==> config.mk <==
export PLATFORM = sky130hd
export DESIGN_NAME = rio_pin_cfg
export DESIGN_NICKNAME = d
export VERILOG_FILES = /design/src/hw/rio_pin_cfg.v
export VERILOG_INCLUDE_DIRS = /design/src /design/src/common
export SDC_FILE = /design/constraint.sdc
export NUM_CORES = 1
export LEC_CHECK = 0
export BUFFER_PORTS_ARGS = -buffer_cell sky130_fd_sc_hd__buf_4
export CAP_MARGIN = 20
export CELL_PAD_IN_SITES_DETAIL_PLACEMENT = 0
export CELL_PAD_IN_SITES_GLOBAL_PLACEMENT = 1
export CORE_UTILIZATION = 33
export CTS_CLUSTER_DIAMETER = 30
export DETAILED_ROUTE_END_ITERATION = 10
export PLACE_DENSITY = 0.72
export SKIP_CTS_REPAIR_TIMING = 1
export SLEW_MARGIN = 10
export SYNTH_ARGS = -nofsm -noshare
export SYNTH_HDL_FRONTEND = slang
export SYNTH_SLANG_ARGS = --single-unit
export TNS_END_PERCENT = 1
==> constraint.sdc <==
create_clock -name i_clk_sys -period 3.76 [get_ports i_clk_sys]
set_clock_uncertainty 0.05 [all_clocks]
set_input_delay 0.188 -clock i_clk_sys [delete_from_list [all_inputs] [get_ports i_clk_sys]]
set_output_delay 0.188 -clock i_clk_sys [all_outputs]
set_load 0.005 [all_outputs]
==> src/common/rio_pin_defs.vh <==
`ifndef RIO_PIN_DEFS_VH
`define RIO_PIN_DEFS_VH

// register indices on the plain register port
`define RIO_REG_DRIVE_SEL 4'h0
`define RIO_REG_TX_TRIG 4'h1
`define RIO_REG_PORT_A 4'h2
`define RIO_REG_PORT_B 4'h3
`define RIO_REG_PORT_C 4'h4
`define RIO_REG_PORT_D 4'h5
`define RIO_REG_FLAG 4'h6
`define RIO_REG_STRAPS 4'h8
`define RIO_REG_NODE_ID 4'h9
`define RIO_REG_PIN_C 4'hA
`define RIO_REG_PIN_D 4'hB
`define RIO_REG_TRIG_STAT 4'hC

// drive-select field positions in RIO_REG_DRIVE_SEL
`define RIO_DSEL_A_BIT 0
`define RIO_DSEL_B_BIT 1
`define RIO_DSEL_C_BIT 2

// strap status field positions in RIO_REG_STRAPS
`define RIO_STRAP_DIR_LSB 0
`define RIO_STRAP_PAGE_BIT 3

// trigger status field positions in RIO_REG_TRIG_STAT
`define RIO_TSTAT_EN1_BIT 0
`define RIO_TSTAT_EN2_BIT 1
`define RIO_TSTAT_ACT1_BIT 2
`define RIO_TSTAT_ACT2_BIT 3

// reset values: open-drain on all three drive selects
`define RIO_DRIVE_SEL_RST 3'h7
`define RIO_TX_TRIG_RST 4'h0
`define RIO_PORT_RST 8'h00

// transmit-trigger codes that turn on the external trigger inputs
`define RIO_TXTRG_EXT_A 4'h6
`define RIO_TXTRG_EXT_B 4'h7

`endif

==> src/hw/rio_pin_cfg.v <==
// Behaviour
// - First output-only port: push-pull if its drive select is 0, open-drain if 1 (reset).
// - Second output-only port: push-pull if its drive select is 0, open-drain if 1 (reset).
// - Third port is input while the first direction strap is low and output while it is high.
// - Third port as output: push-pull if its drive select is 0, open-drain if 1 (reset).
// - The third port's strap and drive select apply to all eight of its lines.
// - Third port bit 0 is trigger input one if strap one is low and the select is 6h or 7h.
// - Fourth port bit 0 is trigger input two if strap one is low, two high, select 6h or 7h.
// - Fourth port bits 0 to 3 are inputs if strap two is low, outputs if it is high.
// - With the third strap high, fourth port bit 4 becomes flag output bit 0.
// - The 4-bit node identifier is strapped on fourth port bits 0 to 3, bit 0 to bit 0.
// - The page-size selection is strapped on fourth port bit 4.
// - The block is in hardware reset while the active-low reset input is low.
//
// Added by the designer: the strobed register port and the placing of the registers.
`timescale 1ns/1ps
`default_nettype none
`include "rio_pin_defs.vh"

module rio_pin_cfg #(
  parameter PORT_W = 8,
  parameter PD_W = 5,
  parameter ID_W = 4
) (
  // clock and reset
  input wire i_clk_sys,
  input wire i_arst_n,
  // register port
  input wire [3:0] i_reg_addr,
  input wire [7:0] i_reg_wdata,
  input wire i_reg_wr,
  input wire i_reg_rd,
  output reg [7:0] o_reg_rdata,
  // direction straps, sampled during reset only
  input wire [2:0] i_direction_strap,
  // first output-only port
  output reg [PORT_W-1:0] o_out_port_one_lines,
  output reg [PORT_W-1:0] o_out_port_one_lines_oe,
  // second output-only port
  output reg [PORT_W-1:0] o_out_port_two_lines,
  output reg [PORT_W-1:0] o_out_port_two_lines_oe,
  // third port, two-way
  input wire [PORT_W-1:0] i_bidir_port_three,
  output reg [PORT_W-1:0] o_bidir_port_three,
  output reg [PORT_W-1:0] o_bidir_port_three_oe,
  // fourth port bits 0 to 4, two-way
  input wire [PD_W-1:0] i_bidir_port_four,
  output reg [PD_W-1:0] o_bidir_port_four,
  output reg [PD_W-1:0] o_bidir_port_four_oe,
  // trigger and strap results
  output reg o_ext_trigger_first,
  output reg o_ext_trigger_second,
  output reg [ID_W-1:0] o_node_id,
  output reg o_page_size_strap
);

  // pin drive: returns {oe, out}; open-drain only pulls low
  function [2*PORT_W-1:0] pin_drive;
    input [PORT_W-1:0] data;
    input od;
    input [PORT_W-1:0] en;
    reg [PORT_W-1:0] oe;
    reg [PORT_W-1:0] val;
    begin
      val = od ? {PORT_W{1'b0}} : data;
      oe = od ? (en & ~data) : en;
      pin_drive = {oe, val};
    end
  endfunction

  // reset release through two flip-flops
  reg rst_meta_r;
  reg rst_n_r;

  always @(posedge i_clk_sys or negedge i_arst_n) begin
    if (!i_arst_n) begin
      rst_meta_r <= 1'b0;
      rst_n_r <= 1'b0;
    end else begin
      rst_meta_r <= 1'b1;
      rst_n_r <= rst_meta_r;
    end
  end

  // straps: plain flops loaded while reset is held
  reg [2:0] dir_strap_r;
  reg [ID_W-1:0] node_id_r;
  reg page_size_r;

  always @(posedge i_clk_sys) begin
    if (!rst_n_r) begin
      dir_strap_r <= i_direction_strap;
      node_id_r <= i_bidir_port_four[ID_W-1:0];
      page_size_r <= i_bidir_port_four[ID_W];
    end
  end

  wire dir_first = dir_strap_r[0];
  wire dir_second = dir_strap_r[1];
  wire dir_third = dir_strap_r[2];

  // software registers
  reg [2:0] drive_sel_r;
  reg [3:0] tx_trig_r;
  reg [PORT_W-1:0] port_a_r;
  reg [PORT_W-1:0] port_b_r;
  reg [PORT_W-1:0] port_c_r;
  reg [PD_W-1:0] port_d_r;
  reg flag_r;

  always @(posedge i_clk_sys or negedge rst_n_r) begin
    if (!rst_n_r) begin
      drive_sel_r <= `RIO_DRIVE_SEL_RST;
      tx_trig_r <= `RIO_TX_TRIG_RST;
      port_a_r <= `RIO_PORT_RST;
      port_b_r <= `RIO_PORT_RST;
      port_c_r <= `RIO_PORT_RST;
      port_d_r <= {PD_W{1'b0}};
      flag_r <= 1'b0;
    end else if (i_reg_wr) begin
      case (i_reg_addr)
        `RIO_REG_DRIVE_SEL: begin
          drive_sel_r <= i_reg_wdata[2:0];
        end
        `RIO_REG_TX_TRIG: begin
          tx_trig_r <= i_reg_wdata[3:0];
        end
        `RIO_REG_PORT_A: begin
          port_a_r <= i_reg_wdata;
        end
        `RIO_REG_PORT_B: begin
          port_b_r <= i_reg_wdata;
        end
        `RIO_REG_PORT_C: begin
          port_c_r <= i_reg_wdata;
        end
        `RIO_REG_PORT_D: begin
          port_d_r <= i_reg_wdata[PD_W-1:0];
        end
        `RIO_REG_FLAG: begin
          flag_r <= i_reg_wdata[0];
        end
        default: begin
        end
      endcase
    end
  end

  // pin function selection
  wire ext_sel = (tx_trig_r == `RIO_TXTRG_EXT_A) || (tx_trig_r == `RIO_TXTRG_EXT_B);
  wire trig1_en = !dir_first && ext_sel;
  wire trig2_en = !dir_first && dir_second && ext_sel;
  wire c_out = dir_first;
  wire d_out = dir_second;
  wire flag_mode = dir_third;

  reg [2*PORT_W-1:0] a_nxt;
  reg [2*PORT_W-1:0] b_nxt;
  reg [2*PORT_W-1:0] c_nxt;
  reg [PD_W-1:0] d_nxt;
  reg [PD_W-1:0] d_oe_nxt;

  always @* begin
    a_nxt = pin_drive(port_a_r, drive_sel_r[`RIO_DSEL_A_BIT], {PORT_W{1'b1}});
    b_nxt = pin_drive(port_b_r, drive_sel_r[`RIO_DSEL_B_BIT], {PORT_W{1'b1}});
    // one strap and one drive select span the whole port
    c_nxt = pin_drive(port_c_r, drive_sel_r[`RIO_DSEL_C_BIT], {PORT_W{c_out}});
    d_nxt = port_d_r;
    d_oe_nxt = {PD_W{d_out}};
    if (trig2_en) begin
      d_oe_nxt[0] = 1'b0;
    end
    if (flag_mode) begin
      d_nxt[PD_W-1] = flag_r;
      d_oe_nxt[PD_W-1] = 1'b1;
    end
  end

  // pin and result outputs, quiet while reset is held
  always @(posedge i_clk_sys or negedge rst_n_r) begin
    if (!rst_n_r) begin
      o_out_port_one_lines <= {PORT_W{1'b0}};
      o_out_port_one_lines_oe <= {PORT_W{1'b0}};
      o_out_port_two_lines <= {PORT_W{1'b0}};
      o_out_port_two_lines_oe <= {PORT_W{1'b0}};
      o_bidir_port_three <= {PORT_W{1'b0}};
      o_bidir_port_three_oe <= {PORT_W{1'b0}};
      o_bidir_port_four <= {PD_W{1'b0}};
      o_bidir_port_four_oe <= {PD_W{1'b0}};
      o_ext_trigger_first <= 1'b0;
      o_ext_trigger_second <= 1'b0;
      o_node_id <= {ID_W{1'b0}};
      o_page_size_strap <= 1'b0;
    end else begin
      o_out_port_one_lines <= a_nxt[PORT_W-1:0];
      o_out_port_one_lines_oe <= a_nxt[2*PORT_W-1:PORT_W];
      o_out_port_two_lines <= b_nxt[PORT_W-1:0];
      o_out_port_two_lines_oe <= b_nxt[2*PORT_W-1:PORT_W];
      o_bidir_port_three <= c_nxt[PORT_W-1:0];
      o_bidir_port_three_oe <= c_nxt[2*PORT_W-1:PORT_W];
      o_bidir_port_four <= d_nxt;
      o_bidir_port_four_oe <= d_oe_nxt;
      // trigger pins are active low; outputs are active high
      o_ext_trigger_first <= trig1_en && !i_bidir_port_three[0];
      o_ext_trigger_second <= trig2_en && !i_bidir_port_four[0];
      o_node_id <= node_id_r;
      o_page_size_strap <= page_size_r;
    end
  end

  // register read, data in the following cycle only
  reg [7:0] rdata_nxt;

  always @* begin
    rdata_nxt = 8'h00;
    case (i_reg_addr)
      `RIO_REG_DRIVE_SEL: begin
        rdata_nxt = {5'h00, drive_sel_r};
      end
      `RIO_REG_TX_TRIG: begin
        rdata_nxt = {4'h0, tx_trig_r};
      end
      `RIO_REG_PORT_A: begin
        rdata_nxt = port_a_r;
      end
      `RIO_REG_PORT_B: begin
        rdata_nxt = port_b_r;
      end
      `RIO_REG_PORT_C: begin
        rdata_nxt = port_c_r;
      end
      `RIO_REG_PORT_D: begin
        rdata_nxt = {3'h0, port_d_r};
      end
      `RIO_REG_FLAG: begin
        rdata_nxt = {7'h00, flag_r};
      end
      `RIO_REG_STRAPS: begin
        rdata_nxt = {4'h0, page_size_r, dir_strap_r};
      end
      `RIO_REG_NODE_ID: begin
        rdata_nxt = {4'h0, node_id_r};
      end
      `RIO_REG_PIN_C: begin
        rdata_nxt = i_bidir_port_three;
      end
      `RIO_REG_PIN_D: begin
        rdata_nxt = {3'h0, i_bidir_port_four};
      end
      `RIO_REG_TRIG_STAT: begin
        rdata_nxt = {4'h0, !i_bidir_port_four[0] && trig2_en,
          !i_bidir_port_three[0] && trig1_en, trig2_en, trig1_en};
      end
      default: begin
        rdata_nxt = 8'h00;
      end
    endcase
  end

  always @(posedge i_clk_sys or negedge rst_n_r) begin
    if (!rst_n_r) begin
      o_reg_rdata <= 8'h00;
    end else if (i_reg_rd) begin
      o_reg_rdata <= rdata_nxt;
    end else begin
      o_reg_rdata <= 8'h00;
    end
  end

endmodule // rio_pin_cfg
`default_nettype wire

Word-level counts from Yosys, hierarchy flattened
Cells that the tools add are included.

storage, ports and cells
  register bits after elaboration = 120
  logic and storage cells = 70

operators by class
  equal/unequal tests = 13
  multiplexer cells = 11
  bitwise operators = 4
  reduce and logical (&&, ||, !) cells = 17

operator list
  kind                                                             number
  8-bit one-hot mux with 12 select lines                           1
  8-bit two-way mux                                                7
  8-bit inverter                                                   3
  4-bit by 3-bit == test with 1-bit output, second input constant  5
  4-bit == test, second input constant                             5
  2-bit AND reduction                                              7
  8-bit AND                                                        1
  4-bit by 2-bit == test with 1-bit output, second input constant  2
  1-bit logical AND                                                5
  4-bit by 1-bit == test with 1-bit output, second input constant  1
  4-bit logical NOT                                                1
  1-bit logical NOT                                                3
  1-bit two-way mux                                                3
  1-bit logical OR                                                 1

Depth between registers and ports, before layout
Gate-level depths: netlist (run 1).

  depth after elaboration = 6
  gate-level depth with buffers = 6
  depth with buffers taken out = 4

Worst setup path after synthesis (run 1)
No wires, ideal clock.

  path type = register to register
  from = register rst_n_r
  to = register dir_strap_r[0] (enable)
  data arrival time = 3.302 ns
  setup slack = -0.067 ns
  stages on the path, launching flop included = 2
  clock period less this slack = 3.827 ns
  cell sequence = dfrtp_1 -> inv_1

RTL lines
  item                      line              RTL
  start: declaration        rio_pin_cfg.v:73  reg rst_n_r;
  start signal: assignment  rio_pin_cfg.v:81  rst_n_r <= rst_meta_r;
  end signal: assignment    rio_pin_cfg.v:92  dir_strap_r <= i_direction_strap;
  end: declaration          rio_pin_cfg.v:86  reg [2:0] dir_strap_r;

No word-level cell between the ends.

==> results of run 1 <==
[final timing paths]
path	slack, ns	end
max	2.11	o_bidir_port_three_oe[3]
min in group asynchronous	0.04	rst_n_r
min	0.02	port_b_r[3]
min reg2reg	0.27	o_out_port_two_lines_oe[1]
max reg2reg	2.11	o_bidir_port_three_oe[3]
max in group i_clk_sys	2.12	o_reg_rdata[0]
[layout make-up]
type | count | area share
repair buffers | 119 | 0.150
flip-flops and latches | 118 | 0.485
multi-input cells | 178 | 0.228
clock inverters | 8 | 0.0190
clock buffers | 22 | 0.0819
inverters | 2 | 0.00121
well taps | 176 | 0.0356
[registers in the layout, indices dropped and copies added (netlist names), 5 cells and up]
name,cells
o_out_port_one_lines,8
o_bidir_port_three_oe,8
o_out_port_two_lines_oe,8
o_out_port_two_lines,8
port_d_r,5
o_bidir_port_three,8
o_bidir_port_four,5
o_reg_rdata,8
port_b_r,8
pin_drive.data,8
o_out_port_one_lines_oe,8
port_a_r,8
[cells in the final DEF, fill, tap and decap left out, types with 2 or more instances in the layout]
master         netlist  routed
a32oi_1              2       2
a22o_1               2       2
o21ai_0              2       2
edfxtp_1             8       8
clkbuf_8             0       2
a21oi_1              5       5
dfrtp_1            107     106
and2_1               3       3
nand4bb_1            2       2
clkbuf_16            0      19
buf_4                7     105
mux2i_1              7       7
mux2_2              43      43
clkinv_2             0       4
mux4_2               2       2
nand2_1             21      21
nand2_2              4       4
nor3_1               2       2
a31oi_1              3       3
nand4b_1             2       2
a22oi_1              8       8
and3_1               2       2
bufinv_16            0       3
nor3_4               2       2
dlygate4sd3_1        0      14
nor2_1               8       8
nor2b_1             25      25
or2_1                2       2
inv_1                2       2
a21boi_0             8       8
nand3_1              2       2
dfstp_2              3       3
[metal layers]
metal | routed length (microns) | track usage
met5 | 0 | 0
met4 | 274 | 0.0894
met3 | 488 | 0.0526
met2 | 5090 | 0.240
met1 | 4780 | 0.207
[logic make-up (layout without fill, tap and decap cells)]
| kind of cell | count (synthesis) | count (layout) | synth area share |
|---|---|---|---|
| and+or+nand+nor | 86 | 86 | 0.116 |
| other | 1 | 1 | 0.000833 |
| DFF | 118 | 118 | 0.666 |
| adders and majority gates | 1 | 1 | 0.00222 |
| muxes | 52 | 52 | 0.133 |
| buffers and inverters | 16 | 151 | 0.0214 |
| AOI/OAI and AO/OA | 38 | 38 | 0.0606 |
[report_power, final]
group | switching (mW) | internal (mW)
registers | 0.184 | 1.51
logic | 0.191 | 0.327
clock network | 0.530 | 1.14
[through the flow]
| stage | total power, mW | hold WS [ns] | cells |
|---|---|---|---|
| after detailed placement | 2.23 | -0.0770 | 579 |
| after floorplan | 1.90 | -0.158 | 312 |
| final | 3.89 | 0.0195 | 623 |
| after global placement | 2.22 | -0.0792 | 579 |
| after global routing | 4.06 | 0.0156 | 623 |
| after CTS | 3.92 | -0.526 | 609 |
==> metrics.cfg, run 1 <==
[global_route]
antenna_found_initial=0
grt_pass1_wl_mm=16.6
grt_max_degree=70
grt_pass1_vias=2952
gr-usage-all-layers=0.162
overflow=0

[synth]
async_reset_ff_frac=0.932
yosys_register_bits=118
synth_largest_area_cell=dfrtp_1
synth_nets=344
synth_ff_type=dfrtp_1
yosysMostFrequentCell=dfrtp_1
synth_top_area_frac=0.595
ys_top_cells_by_count=dfrtp_1, mux2_2, nor2b_1, nand2_1
postSynthCellCount=312
syn_area_sq_um=4500
syn_area_per_cell_sq_um=14.4
yosysWarningCount=0
synth_cell_types=51
synth_edf_count=8
synth_area_leaders=dfrtp_1, mux2_2, edfxtp_1, nor2b_1, dfstp_2
synth-seq-area-share=0.666

[setup_path]
crit_chain=buf_4
r2r_start=rst_n_r
crit_fanout=69
crit_cells=1
endpoint_kind=asynchronous set/reset pin
crit_buf_inv=1
cp_slowest_cell=dfrtp_4
reg2reg_depth=1
worstPathRequired_ns=4.14
startpoint=rst_n_r
max_stage_delay_ns=0.77
critical_path_class=reg2async
start_kind=flip-flop
crit_arrival_ns=2.02
crit_family=flip-flops

[cts]
clk_latency_ns=0.42
cts.sinks=118
h-tree-depth=4
cts_max_path_buffers=2
clk_pin_slew_ns=0.05
clk_root_buffer_cell=clkbuf_16
cts_tree=built
numCtsBuffers=17

[hold_path]
holdPathStages=2
worstHoldStart=i_reg_wdata[3]
hold_class=in2reg

[sta]
finalMaxSlewViolations=0
rsz0062_at_grt=no
finalSetupViolations=0
tightestPinTransition_ns=0.858
finalHoldViolations=0
fin_crit_ns=1.65
fin_crit_sh=0.438
maxSlewHeadroom=0.428
setup_slack_ns=2.11
max_freq_mhz=608
fin_setup_tns_ns=0

[cells_and_area]
diodes=0
multi_input_area_sq_um=1410
ff_latch_area_sq_um=3000
nFillCells=1200
nets=468
utilization=0.466
design_area_sq_um=6190
areaGrowthSynthToFinish_pct=37.5
drive_above_1_share=0.436

[route]
drt-initial-drc-count=145
firstDrtPassIters=4
vias_per_cell=4.63
post_drt_wl_per_cell_microns=17.1
ant_nets=0
totalWireLength_mm=10.6
drcViolationCount=0
vias=2884

[placement]
hpwl_mm=7.66
gp_congestion=0.850
dpl_worst_slack_ns=1.99
placed_area_sq_um=5430
portBuffers=104

[pwr]
irDropWorstVdd_mv=0.401
p_leak_nw=2.79
powerDensity_nw_per_um2=628

[floorplanning]
core_area_sq_um=13300
ios=105
die_h_microns=119
die_w_microns=119
rows=42
die-area_sq_um=14100
start_util=0.339

[run_status]
status=completed

[run]
maxCapViolations=0

Power figures use the tool's default switching activity.
==> run 2: changes to the inputs <==
--- a/config.mk
+++ b/config.mk
@@ -6,6 +6,7 @@
 export SDC_FILE = /design/constraint.sdc
 export NUM_CORES = 1
 export LEC_CHECK = 0
+export ABC_AREA = 1
 export BUFFER_PORTS_ARGS = -buffer_cell sky130_fd_sc_hd__buf_4
 export CAP_MARGIN = 20
 export CELL_PAD_IN_SITES_DETAIL_PLACEMENT = 0
@@ -13,7 +14,7 @@
 export CORE_UTILIZATION = 33
 export CTS_CLUSTER_DIAMETER = 30
 export DETAILED_ROUTE_END_ITERATION = 10
-export PLACE_DENSITY = 0.72
+export PLACE_DENSITY = 0.75
 export SKIP_CTS_REPAIR_TIMING = 1
 export SLEW_MARGIN = 10
 export SYNTH_ARGS = -nofsm -noshare
==> constraint.sdc (replaced) <==
create_clock -name i_clk_sys -period 1.6 [get_ports i_clk_sys]
set_clock_uncertainty 0.05 [all_clocks]
set_input_delay 0.08 -clock i_clk_sys [delete_from_list [all_inputs] [get_ports i_clk_sys]]
set_output_delay 0.08 -clock i_clk_sys [all_outputs]
set_load 0.005 [all_outputs]
==> metrics.cfg, run 2 <==
[route]
drcViolationCount=0  ; unchanged
post_drt_wl_per_cell_microns=14.9  ; -13%
vias_per_cell=4.44  ; -4.1%
drt-initial-drc-count=155  ; +6.9%
totalWireLength_mm=11.6  ; +9.0%
firstDrtPassIters=4  ; unchanged
vias=3448  ; +20%
ant_nets=0  ; unchanged

[sta]
timing.hold.ws_ns=-0.0170  ; -0.0365 ns
tightestPinTransition_ns=0.563  ; -0.295 ns
finalMaxSlewViolations=0  ; unchanged
max_freq_mhz=816  ; +34%
finalSetupViolations=0  ; unchanged
maxSlewHeadroom=0.625  ; +0.197
fin_crit_ns=1.23  ; -0.420 ns
fin_crit_sh=0.766  ; +0.328
finalHoldViolations=2  ; +2
rsz0062_at_grt=no

[synth]
synth_cell_types=29  ; -43%
synth_ff_type=dfrtp_1
async_reset_ff_frac=0.932  ; unchanged
postSynthCellCount=455  ; +46%
synth_nets=487  ; +42%
synth_area_leaders=dfrtp_1, nand2_1, edfxtp_1, nor2_1, o21ai_0
syn_area_sq_um=4490  ; -0.22%
synth_largest_area_cell=dfrtp_1
ys_top_cells_by_count=dfrtp_1, nand2_1, nor2_1, inv_1, o21ai_0
yosysWarningCount=0  ; unchanged
synth_edf_count=8  ; unchanged
synth-seq-area-share=0.667  ; +0.00148
syn_area_per_cell_sq_um=9.87  ; -32%
synth_top_area_frac=0.596  ; +0.00133
yosys_register_bits=118  ; unchanged

[pwr]
p_int_mw=6.48  ; +120%
p_switching_mw=2.15  ; +140%
p_comb_frac=0.135  ; +0.002
irDropWorstVdd_mv=0.572  ; +43%
power_frac_seq=0.435  ; -0.002
powerDensity_nw_per_um2=1390  ; +120%
p_leak_nw=3.10  ; +11%
p_clk_frac=0.429  ; about the same
swShare=0.249  ; +0.0165

[global_route]
overflow=0  ; unchanged
grt_pass1_wl_mm=18.2  ; +9.3%
gr-usage-all-layers=0.174  ; +0.0121
antenna_found_initial=0  ; unchanged
grt_max_degree=109  ; +56%
grt_pass1_vias=3436  ; +16%

[cts]
clk_latency_ns=0.41  ; about the same
cts_tree=built
clk_root_buffer_cell=clkbuf_16
h-tree-depth=4  ; unchanged
cts.sinks=118  ; unchanged
cts_max_path_buffers=2  ; unchanged
clk_pin_slew_ns=0.05  ; about the same
numCtsBuffers=17  ; unchanged

[run]
maxCapViolations=0  ; unchanged

[setup_path]
start_kind=flip-flop
r2r_start=dir_strap_r[0]
worstPathRequired_ns=1.88  ; -2.26 ns
endpoint_kind=flip-flop
critical_path_class=reg2reg
reg2reg_to=o_reg_rdata[1]
r2r_setup_slack_ns=0.37  ; -1.74 ns
crit_arrival_ns=1.51  ; -0.51 ns
crit_fanout=3  ; -96%
reg2reg_depth=9  ; +8

[cells_and_area]
final_common_cell=buf_4
design_area_sq_um=6220  ; +0.51%
areaGrowthSynthToFinish_pct=38.5
final_cell_mix=buf_4, nand2_1, dfrtp_1
nets=620  ; +32%
diodes=0  ; unchanged
drive_above_1_share=0.261  ; -0.175
utilization=0.470  ; +0.00421

[placement]
hpwl_mm=8.34  ; +8.9%
portBuffers=104  ; unchanged
gp_congestion=0.855  ; +0.56%
placed_area_sq_um=5490  ; +1.1%

[run_status]
violations=hold timing
status=finished with violations

[floorplanning]
die_h_microns=119  ; -0.11%
core_area_sq_um=13200  ; -0.40%
die-area_sq_um=14100  ; -0.22%
start_util=0.339  ; +0.000588
die_w_microns=119  ; -0.11%
rows=42  ; unchanged
ios=105  ; unchanged

[hold_path]
min_to=o_reg_rdata[5]
holdPathStages=5  ; +3
worstHoldStart=i_bidir_port_three[5]
hold_class=in2reg

run 2: cell types whose count changed in the layout (fill, tap and decap cells not counted), sizes merged, moves of 26 or more:
cell / change
nand3: +38
nand2: +84
inv: +48
nor2: +54
o21ai: +39
mux2: -42
nor2b: -26
run 2: logic make-up (layout without fill, tap and decap cells):
logic type | after synthesis | in the layout | synth area share
flip-flops | 118 | 118 | 0.667
AND/OR/NAND/NOR | 215 | 215 | 0.205
buffers and inverters | 66 | 212 | 0.0630
other | 1 | 1 | 0.000835
AO/OA/AOI/OAI | 54 | 54 | 0.0613
multiplexers | 1 | 1 | 0.00251
run 2: how the worst max path moves through the flow:
| stage | startpoint | to | slack, ns |
|---|---|---|---|
| after floorplan | rst_n_r | dir_strap_r[0] | -0.28 |
| after detailed placement | i_reg_addr[2] | o_reg_rdata[1] | 0.27 |
| after CTS | dir_strap_r[0] | o_reg_rdata[1] | 0.36 |
| final | dir_strap_r[0] | o_reg_rdata[1] | 0.37 |
| after global placement | i_reg_addr[1] | o_reg_rdata[6] | 0.29 |
| after global routing | tx_trig_r[3] | o_reg_rdata[1] | 0.24 |
run 2: per-layer routing:
metal	vias up	track usage	routed length [microns]
met3	18	0.0473	518
met2	96	0.273	5640
met4	0	0.0728	219
met1	1638	0.226	5210
met5	-	0	0
li1	1696	-	-
run 2: metrics by stage:
step	worst slack (ns)	power [mW]	hold WS, ns	instances	setup TNS [ns]
final	0.374	8.63	-0.0170	777	0
after global routing	0.240	9.03	0.00788	777	0
after CTS	0.358	8.70	-0.629	761	0
after detailed placement	0.268	4.96	-0.186	729	0
after global placement	0.292	4.94	-0.185	729	0
after floorplan	-0.283	4.25	-0.266	455	-2.26
run 2: layout make-up:
| cell class | count | area (sq um) |
|---|---|---|
| clock buffers | 22 | 444 |
| clock inverters | 10 | 131 |
| fillers | 1302 | 7020 |
| inverters | 51 | 191 |
| multi-input cells | 271 | 1210 |
| flip-flops and latches | 118 | 3000 |
| well taps | 176 | 220 |
| repair buffers | 129 | 1020 |
run 2: power by group through the flow:
stage	Sequential [mW]	Clock (mW)	Combinational [mW]
3_3_place_gp	3.80	0	1.14
4_1_cts	3.76	3.78	1.16
2_1_floorplan	3.78	0	0.473
5_1_grt	3.81	3.91	1.31
6_report	3.76	3.71	1.17
3_5_place_dp	3.81	0	1.15
run 2: critical path: stages, from the launching register on:
cell,delay [ns]
edfxtp_1,0.42
clkinv_1,0.09
nand2_1,0.05
nor2_1,0.11
nand2_1,0.09
nand2_1,0.06
nand2_1,0.07
nand2_1,0.07
nor2_1,0.04
nor2_1,0.10
==> run 3: changes to the inputs <==
--- a/config.mk
+++ b/config.mk
@@ -14,7 +14,7 @@
 export CORE_UTILIZATION = 33
 export CTS_CLUSTER_DIAMETER = 30
 export DETAILED_ROUTE_END_ITERATION = 10
-export PLACE_DENSITY = 0.75
+export PLACE_DENSITY = 0.78
 export SKIP_CTS_REPAIR_TIMING = 1
 export SLEW_MARGIN = 10
 export SYNTH_ARGS = -nofsm -noshare
==> constraint.sdc (replaced) <==
create_clock -name i_clk_sys -period 1.05 [get_ports i_clk_sys]
set_clock_uncertainty 0.05 [all_clocks]
set_input_delay 0.0525 -clock i_clk_sys [delete_from_list [all_inputs] [get_ports i_clk_sys]]
set_output_delay 0.0525 -clock i_clk_sys [all_outputs]
set_load 0.005 [all_outputs]
==> metrics.cfg, run 3 (synthesized netlist as in run 2, its figures left out) <==
[cts]
clk_pin_slew_ns=0.05  ; about the same
cts_tree=built
h-tree-depth=4  ; unchanged
clk_root_buffer_cell=clkbuf_16
cts.sinks=118  ; unchanged
cts_max_path_buffers=2  ; unchanged
clk_latency_ns=0.41  ; about the same
numCtsBuffers=17  ; unchanged

[cells_and_area]
areaGrowthSynthToFinish_pct=47.6
drive_above_1_share=0.313  ; +0.0515
nets=665  ; +7.3%
final_cell_mix=buf_4, nand2_1, dfrtp_1
multi_input_area_sq_um=1220  ; +0.62%
stdcell_count=822  ; +5.8%
design_area_sq_um=6630  ; +6.6%
nFillCells=1284  ; -1.4%
diodes=0  ; unchanged
final_common_cell=buf_4
ff_latch_area_sq_um=3000  ; unchanged

[placement]
hpwl_mm=8.65  ; +3.8%
dpl_worst_slack_ns=-0.296  ; -0.564 ns
portBuffers=104  ; unchanged
gp_congestion=0.898  ; +5.1%
placed_area_sq_um=5830  ; +6.3%
dp_cells=768  ; +5.3%

[pwr]
powerDensity_nw_per_um2=1960  ; +41%
power_mw=13.0  ; +51%
irDropWorstVdd_mv=1.26  ; +120%
p_leak_nw=3.33  ; +7.3%

[global_route]
grt_max_degree=62  ; -43%
grt_pass1_vias=3618  ; +5.3%
grt_pass1_wl_mm=18.9  ; +4.1%
gr-usage-all-layers=0.180  ; +0.00637
overflow=0  ; unchanged
antenna_found_initial=0  ; unchanged

[sta]
finalMaxSlewViolations=0  ; unchanged
fin_crit_sh=1.22  ; +0.456
tightestPinTransition_ns=0.516  ; -0.0469 ns
rsz0062_at_grt=yes
maxSlewHeadroom=0.656  ; +0.0309
setup_slack_ns=-0.234  ; -0.608 ns
finalHoldViolations=4  ; +2
max_freq_mhz=779  ; -4.5%
finalSetupViolations=6  ; +6
fin_crit_ns=1.28  ; +0.0579 ns
timing.hold.ws_ns=-0.0186  ; -0.00166 ns
fin_setup_tns_ns=-0.603  ; -0.603 ns

[setup_path]
r2r_start=dir_strap_r[0]
endpoint_kind=flip-flop
cp_slowest_cell=edfxtp_1
crit_fanout=3  ; unchanged
reg2reg_depth=9  ; unchanged
worstPathRequired_ns=1.33  ; -0.55 ns
max_stage_delay_ns=0.42  ; about the same
start_kind=flip-flop
crit_path_frequent_cell=nand2_1
crit_arrival_ns=1.56  ; +0.05 ns
critical_path_class=reg2reg
crit_chain=inv_2, nand2_2, nor2_2, nand2_1, nand2_1, nand2_1, nand2_1, nor2_1, nor2_1
startpoint=dir_strap_r[0]

[route]
vias=3593  ; +4.2%
vias_per_cell=4.37  ; -1.5%
firstDrtPassIters=4  ; unchanged
drcViolationCount=0  ; unchanged
ant_nets=0  ; unchanged
totalWireLength_mm=11.9  ; +2.4%
post_drt_wl_per_cell_microns=14.4  ; -3.2%
drt-initial-drc-count=233  ; +50%

[floorplanning]
die_w_microns=119  ; unchanged
start_util=0.339  ; unchanged
ios=105  ; unchanged
core_area_sq_um=13200  ; unchanged
rows=42  ; unchanged
die-area_sq_um=14100  ; unchanged
die_h_microns=119  ; unchanged

[hold_path]
hold_class=in2reg
holdPathStages=7  ; +2
worstHoldStart=i_bidir_port_three[2]

[run_status]
status=finished with violations
violations=hold timing, setup timing

[run]
maxCapViolations=0  ; unchanged

run 3: cell count changes in the layout (fill, tap and decap cells not counted), sizes merged:
cell,previous run,this run
bufinv,3,0
dlygate4sd3,16,19
clkinv,7,3
clkbuf,22,28
buf,113,155
inv,50,51
run 3: routing by layer:
layer / GRT usage / up-vias / routed length [microns]
met5: 0 / - / 0
met4: 0.0617 / 0 / 169
met3: 0.0516 / 13 / 546
met2: 0.287 / 88 / 5920
met1: 0.234 / 1704 / 5230
li1: - / 1788 / -
run 3: report_power, final:
part | internal, mW | total [mW] | leakage (nW) | switching (mW)
clock network | 3.25 | 5.14 | 0.258 | 1.89
registers | 5.30 | 5.66 | 1.41 | 0.355
logic | 1.17 | 2.22 | 1.65 | 1.05
run 3: critical path: cells and delay by family (launching register included):
family	cells	cell delay, ns
flops	1	0.42
buf+inv	1	0.09
simple gates	8	0.64
run 3: through the flow:
step | utilization | hold slack, ns
floorplan | - | -0.293
global placement | 0.440 | -0.213
detailed placement | 0.440 | -0.211
CTS | 0.480 | -0.654
global route | 0.501 | 0.00452
finish | 0.501 | -0.0186
run 3: final timing paths:
kind	endpoint	slack, ns
worst max-delay path	o_reg_rdata[1]	-0.23
worst min-delay path	o_reg_rdata[2]	-0.02
worst max register to register	o_reg_rdata[1]	-0.23
worst min register to register	rst_n_r	0.29
max in group asynchronous	drive_sel_r[0]	0.22
min in group asynchronous	pin_drive.data[6]	0.40
run 3: cell type report:
class,count,area share
Inverter,51,0.0293
Timing Repair Buffer,174,0.221
Sequential cell,118,0.453
Clock buffer,28,0.0764
Clock inverter,4,0.00340
Multi-Input combinational cell,271,0.184
Tap cell,176,0.0332
